### config.mk
export PLATFORM = sky130hd
export DESIGN_NAME = fan_pwm_floor_and_ramp
export DESIGN_NICKNAME = d
export VERILOG_FILES = /design/src/pkg/fan_ramp_pkg.sv /design/src/hdl/fan_pwm_floor_and_ramp.sv
export SDC_FILE = /design/constraint.sdc
export NUM_CORES = 1
export LEC_CHECK = 0
export ABC_AREA = 1
export BUFFER_PORTS_ARGS = -buffer_cell sky130_fd_sc_hd__buf_2
export CAP_MARGIN = 0
export CORE_UTILIZATION = 65
export DETAILED_ROUTE_END_ITERATION = 7
export PLACE_DENSITY = 0.92
export SLEW_MARGIN = 15
export SYNTH_ARGS = -nofsm -noshare
export SYNTH_HDL_FRONTEND = slang
export SYNTH_SLANG_ARGS = --single-unit
### constraint.sdc
create_clock -name REF_CLK -period 10.3 [get_ports REF_CLK]
set_clock_uncertainty 0.2 [all_clocks]
set_input_delay 1.03 -clock REF_CLK [delete_from_list [all_inputs] [get_ports REF_CLK]]
set_output_delay 1.03 -clock REF_CLK [all_outputs]
set_load 0.03 [all_outputs]
### src/pkg/fan_ramp_pkg.sv
// constants and carrier types for the fan floor-duty and ramp block
package fan_ramp_pkg;
  // ==========================================================================
  // register map (printed offsets, kept as indices; byte address is not used)
  localparam logic [7:0] FLOOR1_ADDR  = 8'h64;
  localparam logic [7:0] FLOOR2_ADDR  = 8'h65;
  localparam logic [7:0] FLOOR3_ADDR  = 8'h66;
  localparam logic [7:0] RAMP_ADDR    = 8'h62;  // ramp code [6:4]
  localparam logic [7:0] CFG1_ADDR    = 8'h40;  // lock [1], auto mode [0]
  localparam logic [7:0] CFG6_ADDR    = 8'h10;  // table select [7]
  localparam logic [7:0] TARGET_ADDR  = 8'h90;  // wanted duty from remote 2 loop
  localparam logic [7:0] DUTY_ADDR    = 8'h91;  // ramped duty, read only
  // ==========================================================================
  // field positions and reset values
  localparam int         LOCK_BIT     = 1;
  localparam int         AUTO_BIT     = 0;
  localparam int         TSEL_BIT     = 7;
  localparam int         CODE_LSB     = 4;
  localparam logic [7:0] FLOOR_RST    = 8'h80;
  localparam logic [7:0] DUTY_FULL    = 8'hFF;
  localparam logic [7:0] ZERO8        = 8'h00;
  // ==========================================================================
  // ramp timing: full scale (255 counts) over the code 000 time
  localparam int         CLK_HZ       = 125_000_000;
  localparam int         FAST_MS      = 37500;   // 37.5 s at code 000, table 0
  localparam int         SLOW_MS      = 52200;   // 52.2 s at code 000, table 1
  localparam longint     FAST_SLOT    = (longint'(FAST_MS) * 125_000) / 255;
  localparam longint     SLOW_SLOT    = (longint'(SLOW_MS) * 125_000) / 255;
  // ==========================================================================
  typedef struct packed {
    logic [7:0] addr;
    logic [7:0] wdata;
    logic       wr;
    logic       rd;
  } bus_req_s;
endpackage : fan_ramp_pkg

### src/hdl/fan_pwm_floor_and_ramp.sv
// register file, floor duty and slew limiter of the fan drive
`timescale 1ns/1ps
// What this block does
// - duty changes from the remote 2 loop reach the drive output gradually at a limited rate.
// - table 0 steps 1,2,3,4,8,12,24,48 per slot, full ramp 37.5 s down to 0.8 s.
// - table 1 uses a slower slot, full ramp 52.2 s at code 000 and shorter above.
// - once the lock bit is set writes to the ramp-rate register are ignored.
// - three 8-bit floor duty registers reset to 0x80.
// - floor duty is linear, 0x00 off through 0xFF full speed.
// - in auto mode the floor duty is the least duty applied to each output.
// - in auto mode the floor duty registers are read only.
// ==========================================================================
// how the pieces fit together
// the host writes the wanted duty of the remote 2 loop into the target
// register; the slew limiter walks the ramped duty toward it one step per
// slot, so a sudden change of demand never reaches the fan as a jump
// the slot length is the only thing the table select bit changes, which
// keeps one step table for both tables at the cost of a single ratio
// between them; a user who needs per-code timing must widen this later
// the floor duty acts only while the automatic loop owns the outputs; in
// manual mode every output simply follows the ramped duty
// the lock bit freezes the ramp code and the table select, and nothing but
// a reset clears it, so a runaway host cannot unlock the ramp settings
// read data stand for exactly one cycle after the read strobe and are zero
// otherwise, which lets the host ignore the read data bus between reads
// all three outputs are registered, so each one lags the ramped duty by
// one clock; that lag is far below any slot length that makes sense
module fan_pwm_floor_and_ramp #(
  parameter longint FAST_SLOT_CYC = fan_ramp_pkg::FAST_SLOT,
  parameter longint SLOW_SLOT_CYC = fan_ramp_pkg::SLOW_SLOT
) (
  input  wire logic                  REF_CLK,
  input  wire logic                  RSTN,
  input  wire fan_ramp_pkg::bus_req_s BUS,
  output logic [7:0]                 RDATA,
  output logic [7:0]                 DUTY1,
  output logic [7:0]                 DUTY2,
  output logic [7:0]                 DUTY3,
  output logic                       LOCKED
);
  // ==========================================================================
  // address decode
  wire w_floor1 = BUS.wr && BUS.addr == fan_ramp_pkg::FLOOR1_ADDR;
  wire w_floor2 = BUS.wr && BUS.addr == fan_ramp_pkg::FLOOR2_ADDR;
  wire w_floor3 = BUS.wr && BUS.addr == fan_ramp_pkg::FLOOR3_ADDR;
  wire w_ramp   = BUS.wr && BUS.addr == fan_ramp_pkg::RAMP_ADDR;
  wire w_cfg1   = BUS.wr && BUS.addr == fan_ramp_pkg::CFG1_ADDR;
  wire w_cfg6   = BUS.wr && BUS.addr == fan_ramp_pkg::CFG6_ADDR;
  wire w_target = BUS.wr && BUS.addr == fan_ramp_pkg::TARGET_ADDR;

  logic [7:0] floor1_q, floor2_q, floor3_q;
  logic [2:0] code_q;
  logic       lock_q, auto_q, tsel_q;
  logic [7:0] target_q, duty_q;
  logic [39:0] slot_q;

  // floor writes are refused in auto mode, ramp writes once locked
  wire floor_ok = !auto_q;
  wire ramp_ok  = !lock_q;

  // ==========================================================================
  // registers
  always_ff @(posedge REF_CLK or negedge RSTN) begin
    if (!RSTN) begin
      floor1_q <= fan_ramp_pkg::FLOOR_RST;
      floor2_q <= fan_ramp_pkg::FLOOR_RST;
      floor3_q <= fan_ramp_pkg::FLOOR_RST;
      code_q   <= 3'h0;
      lock_q   <= 1'b0;
      auto_q   <= 1'b0;
      tsel_q   <= 1'b0;
      target_q <= fan_ramp_pkg::ZERO8;
    end else begin
      if (w_floor1 && floor_ok) floor1_q <= BUS.wdata;
      if (w_floor2 && floor_ok) floor2_q <= BUS.wdata;
      if (w_floor3 && floor_ok) floor3_q <= BUS.wdata;
      if (w_ramp && ramp_ok) code_q <= BUS.wdata[fan_ramp_pkg::CODE_LSB +: 3];
      if (w_cfg1) begin
        // lock only sets; a clear needs reset
        lock_q <= lock_q | BUS.wdata[fan_ramp_pkg::LOCK_BIT];
        auto_q <= BUS.wdata[fan_ramp_pkg::AUTO_BIT];
      end
      if (w_cfg6 && ramp_ok) tsel_q <= BUS.wdata[fan_ramp_pkg::TSEL_BIT];
      if (w_target) target_q <= BUS.wdata;
    end
  end

  // ==========================================================================
  // slew limiter: one step per slot, never past the target
  logic [5:0] step;
  always_comb begin
    unique case (code_q)
      3'h0: step = 6'h01;
      3'h1: step = 6'h02;
      3'h2: step = 6'h03;
      3'h3: step = 6'h04;
      3'h4: step = 6'h08;
      3'h5: step = 6'h0C;
      3'h6: step = 6'h18;
      3'h7: step = 6'h30;
    endcase
  end
  // table 1 stretches the slot, so every code slows by the same ratio
  wire [39:0] slot_len = tsel_q ? 40'(SLOW_SLOT_CYC) : 40'(FAST_SLOT_CYC);
  wire        slot_end = slot_q >= slot_len - 40'h1;
  wire [8:0]  up_sum   = {1'b0, duty_q} + {3'h0, step};
  wire [8:0]  dn_dif   = {1'b0, duty_q} - {3'h0, step};
  logic [7:0] duty_d;
  always_comb begin
    duty_d = duty_q;
    if (slot_end && target_q > duty_q)
      duty_d = (up_sum[8] || up_sum[7:0] > target_q) ? target_q : up_sum[7:0];
    else if (slot_end && target_q < duty_q)
      duty_d = (dn_dif[8] || dn_dif[7:0] < target_q) ? target_q : dn_dif[7:0];
  end

  always_ff @(posedge REF_CLK or negedge RSTN) begin
    if (!RSTN) begin
      slot_q <= 40'h0;
      duty_q <= fan_ramp_pkg::ZERO8;
    end else begin
      slot_q <= slot_end ? 40'h0 : slot_q + 40'h1;
      duty_q <= duty_d;
    end
  end

  // ==========================================================================
  // outputs: floor applies only under the automatic loop
  wire [7:0] o1_d = (auto_q && duty_q < floor1_q) ? floor1_q : duty_q;
  wire [7:0] o2_d = (auto_q && duty_q < floor2_q) ? floor2_q : duty_q;
  wire [7:0] o3_d = (auto_q && duty_q < floor3_q) ? floor3_q : duty_q;
  logic [7:0] rd_d;
  always_comb begin
    rd_d = fan_ramp_pkg::ZERO8;
    if (BUS.rd) begin
      unique case (BUS.addr)
        fan_ramp_pkg::FLOOR1_ADDR: rd_d = floor1_q;
        fan_ramp_pkg::FLOOR2_ADDR: rd_d = floor2_q;
        fan_ramp_pkg::FLOOR3_ADDR: rd_d = floor3_q;
        fan_ramp_pkg::RAMP_ADDR:   rd_d = {1'b0, code_q, 4'h0};
        fan_ramp_pkg::CFG1_ADDR:   rd_d = {6'h00, lock_q, auto_q};
        fan_ramp_pkg::CFG6_ADDR:   rd_d = {tsel_q, 7'h00};
        fan_ramp_pkg::TARGET_ADDR: rd_d = target_q;
        fan_ramp_pkg::DUTY_ADDR:   rd_d = duty_q;
        default:                   rd_d = fan_ramp_pkg::ZERO8;
      endcase
    end
  end

  always_ff @(posedge REF_CLK or negedge RSTN) begin
    if (!RSTN) begin
      RDATA  <= fan_ramp_pkg::ZERO8;
      DUTY1  <= fan_ramp_pkg::ZERO8;
      DUTY2  <= fan_ramp_pkg::ZERO8;
      DUTY3  <= fan_ramp_pkg::ZERO8;
      LOCKED <= 1'b0;
    end else begin
      RDATA  <= rd_d;
      DUTY1  <= o1_d;
      DUTY2  <= o2_d;
      DUTY3  <= o3_d;
      LOCKED <= lock_q;
    end
  end

  // ==========================================================================
  // checks
  lock_sticky_a: assert property (@(posedge REF_CLK) disable iff (!RSTN)
    lock_q |=> lock_q) else $error("lock bit cleared");
  ramp_locked_a: assert property (@(posedge REF_CLK) disable iff (!RSTN)
    (lock_q && w_ramp) |=> $stable(code_q)) else $error("ramp code written while locked");
  floor_auto_a: assert property (@(posedge REF_CLK) disable iff (!RSTN)
    (auto_q && w_floor1) |=> floor1_q == $past(floor1_q)) else $error("floor written in auto");
  slew_step_a: assert property (@(posedge REF_CLK) disable iff (!RSTN)
    !slot_end |=> $stable(duty_q)) else $error("duty moved between slots");
  step_size_a: assert property (@(posedge REF_CLK) disable iff (!RSTN)
    (slot_end && code_q == 3'h7 && target_q > 8'h60 && duty_q < 8'h20)
      |=> duty_q == $past(duty_q) + 8'h30) else $error("wrong step for code 7");
  floor_out_a: assert property (@(posedge REF_CLK) disable iff (!RSTN)
    auto_q |=> DUTY1 >= $past(floor1_q)) else $error("output below floor");

  // ==========================================================================
  // floor register checks: writes land in manual mode, bounce in auto mode
  floor2_auto_a: assert property (@(posedge REF_CLK) disable iff (!RSTN)
    (auto_q && w_floor2) |=> floor2_q == $past(floor2_q))
    else $error("floor 2 written in auto");

  floor3_auto_a: assert property (@(posedge REF_CLK) disable iff (!RSTN)
    (auto_q && w_floor3) |=> floor3_q == $past(floor3_q))
    else $error("floor 3 written in auto");

  floor1_write_a: assert property (@(posedge REF_CLK) disable iff (!RSTN)
    (!auto_q && w_floor1) |=> floor1_q == $past(BUS.wdata))
    else $error("floor 1 write lost");

  floor2_write_a: assert property (@(posedge REF_CLK) disable iff (!RSTN)
    (!auto_q && w_floor2) |=> floor2_q == $past(BUS.wdata))
    else $error("floor 2 write lost");

  floor3_write_a: assert property (@(posedge REF_CLK) disable iff (!RSTN)
    (!auto_q && w_floor3) |=> floor3_q == $past(BUS.wdata))
    else $error("floor 3 write lost");

  // ==========================================================================
  // output checks: floor in auto mode, plain ramped duty otherwise
  floor2_out_a: assert property (@(posedge REF_CLK) disable iff (!RSTN)
    auto_q |=> DUTY2 >= $past(floor2_q))
    else $error("output 2 below floor");

  floor3_out_a: assert property (@(posedge REF_CLK) disable iff (!RSTN)
    auto_q |=> DUTY3 >= $past(floor3_q))
    else $error("output 3 below floor");

  manual_out_a: assert property (@(posedge REF_CLK) disable iff (!RSTN)
    !auto_q |=> DUTY1 == $past(duty_q))
    else $error("manual output not the ramped duty");

  above_floor_a: assert property (@(posedge REF_CLK) disable iff (!RSTN)
    (auto_q && duty_q >= floor1_q) |=> DUTY1 == $past(duty_q))
    else $error("output lifted above the ramped duty");

  // ==========================================================================
  // lock checks: code writes land while unlocked, table select frozen, lock sets and reaches LOCKED
  ramp_write_a: assert property (@(posedge REF_CLK) disable iff (!RSTN)
    (!lock_q && w_ramp) |=> code_q == $past(BUS.wdata[fan_ramp_pkg::CODE_LSB +: 3]))
    else $error("ramp code write lost");

  tsel_locked_a: assert property (@(posedge REF_CLK) disable iff (!RSTN)
    (lock_q && w_cfg6) |=> $stable(tsel_q))
    else $error("table select written while locked");

  lock_set_a: assert property (@(posedge REF_CLK) disable iff (!RSTN)
    (w_cfg1 && BUS.wdata[fan_ramp_pkg::LOCK_BIT]) |=> lock_q)
    else $error("lock bit did not set");

  lock_pin_a: assert property (@(posedge REF_CLK) disable iff (!RSTN)
    lock_q |=> LOCKED)
    else $error("lock output lags the lock bit");

  // ==========================================================================
  // slew checks: every slot end moves toward an unreached target and never past it, a reached target holds
  slew_up_a: assert property (@(posedge REF_CLK) disable iff (!RSTN)
    (slot_end && target_q > duty_q) |=> duty_q > $past(duty_q) && duty_q <= $past(target_q))
    else $error("upward step overshoots");

  slew_down_a: assert property (@(posedge REF_CLK) disable iff (!RSTN)
    (slot_end && target_q < duty_q) |=> duty_q < $past(duty_q) && duty_q >= $past(target_q))
    else $error("downward step overshoots");

  slew_hold_a: assert property (@(posedge REF_CLK) disable iff (!RSTN)
    (target_q == duty_q) |=> $stable(duty_q))
    else $error("duty left a reached target");

  step_max_a: assert property (@(posedge REF_CLK) disable iff (!RSTN)
    (slot_end && target_q > duty_q) |=> (duty_q - $past(duty_q)) <= 8'h30)
    else $error("step larger than the largest code");

  step_one_a: assert property (@(posedge REF_CLK) disable iff (!RSTN)
    (slot_end && code_q == 3'h0 && target_q > duty_q) |=> duty_q == $past(duty_q) + 8'h01)
    else $error("wrong step for code 0");

  step_eight_a: assert property (@(posedge REF_CLK) disable iff (!RSTN)
    (slot_end && code_q == 3'h4 && target_q > 8'hF0 && duty_q < 8'h80)
      |=> duty_q == $past(duty_q) + 8'h08)
    else $error("wrong step for code 4");

  // ==========================================================================
  // slot counter checks: it wraps at the slot end and counts up otherwise
  slot_wrap_a: assert property (@(posedge REF_CLK) disable iff (!RSTN)
    slot_end |=> slot_q == 40'h0)
    else $error("slot counter did not wrap");

  slot_count_a: assert property (@(posedge REF_CLK) disable iff (!RSTN)
    !slot_end |=> slot_q == $past(slot_q) + 40'h1)
    else $error("slot counter skipped");

  // ==========================================================================
  // read path checks: data stand in the cycle after the strobe
  rd_floor_a: assert property (@(posedge REF_CLK) disable iff (!RSTN)
    (BUS.rd && BUS.addr == fan_ramp_pkg::FLOOR1_ADDR) |=> RDATA == $past(floor1_q))
    else $error("floor 1 read wrong");

  rd_duty_a: assert property (@(posedge REF_CLK) disable iff (!RSTN)
    (BUS.rd && BUS.addr == fan_ramp_pkg::DUTY_ADDR) |=> RDATA == $past(duty_q))
    else $error("duty read wrong");

  rd_code_a: assert property (@(posedge REF_CLK) disable iff (!RSTN)
    (BUS.rd && BUS.addr == fan_ramp_pkg::RAMP_ADDR) |=> RDATA[6:4] == $past(code_q))
    else $error("ramp code read wrong");
endmodule : fan_pwm_floor_and_ramp

==> results.yml <==
sta:
  rsz0062_at_grt: "no"
  tightest_slew_ns: 0.903
  hold_viol: 0
  report.final.slew_viol_count: 0
  fin_crit_sh_pct: 38.7
  setup_viol: 0
  period_minus_slack_ns: 3.99
  maxSlewHeadroom_pct: 39.8
  setup_tns_ns: 0
  max_freq_mhz: 251
die:
  core-area_um2: 11000
  io_pins: 53
  initial_core_util_pct: 67.6
  rows: 38
  die-area_um2: 11900
  fp.dieW_um: 109
  die_h_um: 109
outcome:
  status: "finished, violations left"
  violations: "design-rule violations"
synth:
  synth.cell_area_um2: 7460
  yosysWarnings: 0
  ys_dominant_reg_cell: "dfrtp_1"
  yosysTopAreaCellShare_pct: 38.9
  ys_ff_latch: 119
  avgSynthCellArea_um2: 7.68
  yosysTopAreaCell: "dfrtp_1"
  ys_seq_area_share_pct: 40.0
  synthArstFlopShare_pct: 100
  synthCells: 971
  synth-edff-count: 0
  synth_cell_types: 47
  synth_area_leaders: "dfrtp_1 39%, nand2_1 13%, ha_1 12%"
route:
  via_per_inst: 6.10
  drcViolationCount: 1
  wl_per_cell_um: 17.7
  dr.first_iter.drc_count: 920
  vias: 7279
  wirelength_um: 21200
  drt_first_pass_iters: 8
  drtAntennaViolNets: 0
clock_tree:
  clock_path_buffers: 2
  insertion_delay_ns: 0.43
  cts_setup_buffers: 0
  cts_tree: "done"
  cts_hold_buf: 0
  cts_root_buf: "clkbuf_16"
  htree_levels: 4
  clock-sinks: 119
  cts_made_buffers: 17
  cts_resized: 0
  clk_pin_slew_worst_paths_ns: 0.06
power:
  clkPwrFrac_pct: 27.7
  seqPwrFrac_pct: 28.5
  p_int_mw: 1.27
  p_switching_mw: 0.953
  irDropWorstVdd_mv: 0.195
  power.share.combinational_pct: 43.8
  switching_share_pct: 42.9
  p_leak_nw: 4.34
  p_per_area_nw_per_um2: 262
layout:
  fillCellCount: 737
  finish.utilization_pct: 76.8
  final_cell_mix: "261 x nand2_1, 143 x inv_1, 116 x dfrtp_1"
  n_antenna_cell: 0
  drive_above_1_share_pct: 11.8
  area_growth_pct: 13.6
  final_common_cell: "nand2_1"
  nets: 1132
critical_path:
  worst_setup_path_start_kind: "flip-flop"
  crit_type: "flip-flop to flip-flop"
  critPathCaptureType: "flip-flop"
  cp.required_ns: 10.40
  cp.arrival_ns: 4.09
  cp_max_fo: 9
worst_hold_path:
  hp-class: "flip-flop to flip-flop"
placement:
  dp_hpwl_um: 13900
  place.gp.congestion: 0.973
  numPortBuffers: 52
grt:
  grt_max_degree: 74
  grt_pass1_wl_um: 34100
  grt_overflow: 0
  grt_pass1_vias: 6949
  grt_usage_pct: 38.6
  antenna_found_initial: 0
run:
  cap_violations: 0
==> layout make-up <==
cell class,instances,area [um2],share of cell area [%]
well taps,140,175,2.07
multi-input cells,699,3870,45.7
repair buffers,53,270,3.19
clock inverters,11,148,1.74
inverters,150,564,6.66
flip-flops and latches,119,2980,35.2
clock buffers,21,460,5.44
==> registers in the layout (all words and copies together), names as in the netlist <==
name      cells
auto_q        1
lock_q        1
DUTY2         8
target_q      8
floor3_q      8
DUTY1         8
duty_q        8
LOCKED        1
DUTY3         8
tsel_q        1
floor2_q      8
floor1_q      8
code_q        3
slot_q       40
RDATA         8
==> critical path, stage by stage, from the launching register on <==
cell and delay (ns):
dfrtp_1 0.43, inv_1 0.10, ha_1 0.28, nor2_1 0.22
inv_1 0.12, ha_1 0.29, inv_1 0.09, nand3_1 0.07
nand3_1 0.12, xor2_1 0.33, ha_1 0.34, a21oi_1 0.23
nand2_1 0.10, nand2_1 0.07, nand2_1 0.05, nand2_1 0.21
nand2_2 0.16, nand2_1 0.10, nand2_1 0.05, inv_1 0.05
nand2_1 0.07, nand3_1 0.12, nand2_1 0.07
==> power by group through the flow <==
stage	logic, mW	clock network, mW	registers, mW
3_3_place_gp	0.867	0	0.626
2_1_floorplan	0.620	0	0.677
5_1_grt	1.09	0.636	0.635
3_5_place_dp	0.906	0	0.631
4_1_cts	0.944	0.614	0.626
6_report	0.971	0.615	0.633
==> cell families after synthesis <==
group | count (synthesis) | share of synthesized area (%)
compound gates | 155 | 11.8
xor+xnor | 9 | 1.06
fa+ha+maj | 72 | 12.3
buf+inv | 166 | 8.78
flops | 119 | 40.0
other cells | 1 | 0.0503
simple gates | 449 | 26.1
==> metrics by stage <==
stage,instances,worst slack [ns],power [mW],area (um2),hold WS [ns]
2_1_floorplan,984,6.95,1.30,7500,0.190
3_3_place_gp,1161,6.70,1.49,7860,0.223
3_5_place_dp,1161,6.55,1.54,7860,0.236
4_1_cts,1193,6.47,2.18,8470,0.244
5_1_grt,1193,6.02,2.36,8470,0.262
6_report,1193,6.31,2.22,8470,0.247
==> synthesized netlist by cell type (2+ instances only) <==
library cell    n
a21oi_1        45
nand2_2         5
o21a_1          4
a211oi_1        2
clkbuf_1        4
buf_2           9
fa_1            2
buf_6           2
nor3_2          3
nor3b_1         4
nor4_1          3
nand3b_1        3
a21boi_0        3
xor2_1          8
inv_1         143
o22ai_1        18
dfrtp_1       116
nand2_1       261
nand3_2         3
or2_2           3
nor3_1         20
nor2_2          2
o21ai_2         8
nor2_1         76
o211ai_1        3
o21ai_0        64
o21bai_1        2
ha_1           70
nand3_1        44
nand4_1        14
or2_1           2
dfstp_2         3
a21oi_2         3
inv_2           6
==> per-layer routing <==
metal | share of wire, % | up-vias | global-route usage [%]
li1 | - | 3268 | -
met1 | 39 | 3373 | 49.8
met2 | 45 | 512 | 59.4
met3 | 12 | 126 | 10.4
met4 | 4.8 | 0 | 20.1
met5 | 0 | - | 0
==> final timing paths <==
path                            startpoint  slack [ns]  depth (start not counted)    endpoint
worst max-delay path             code_q[1]        6.31                         22   duty_q[3]
worst min-delay path                lock_q        0.25                          0      LOCKED
worst max register to register   code_q[1]        6.31                         22   duty_q[3]
worst min register to register      lock_q        0.25                          0      LOCKED
max in group asynchronous             RSTN        8.15                          2  slot_q[20]
min in group asynchronous             RSTN        0.41                          1    DUTY3[1]
Power figures use the tool's default switching activity.
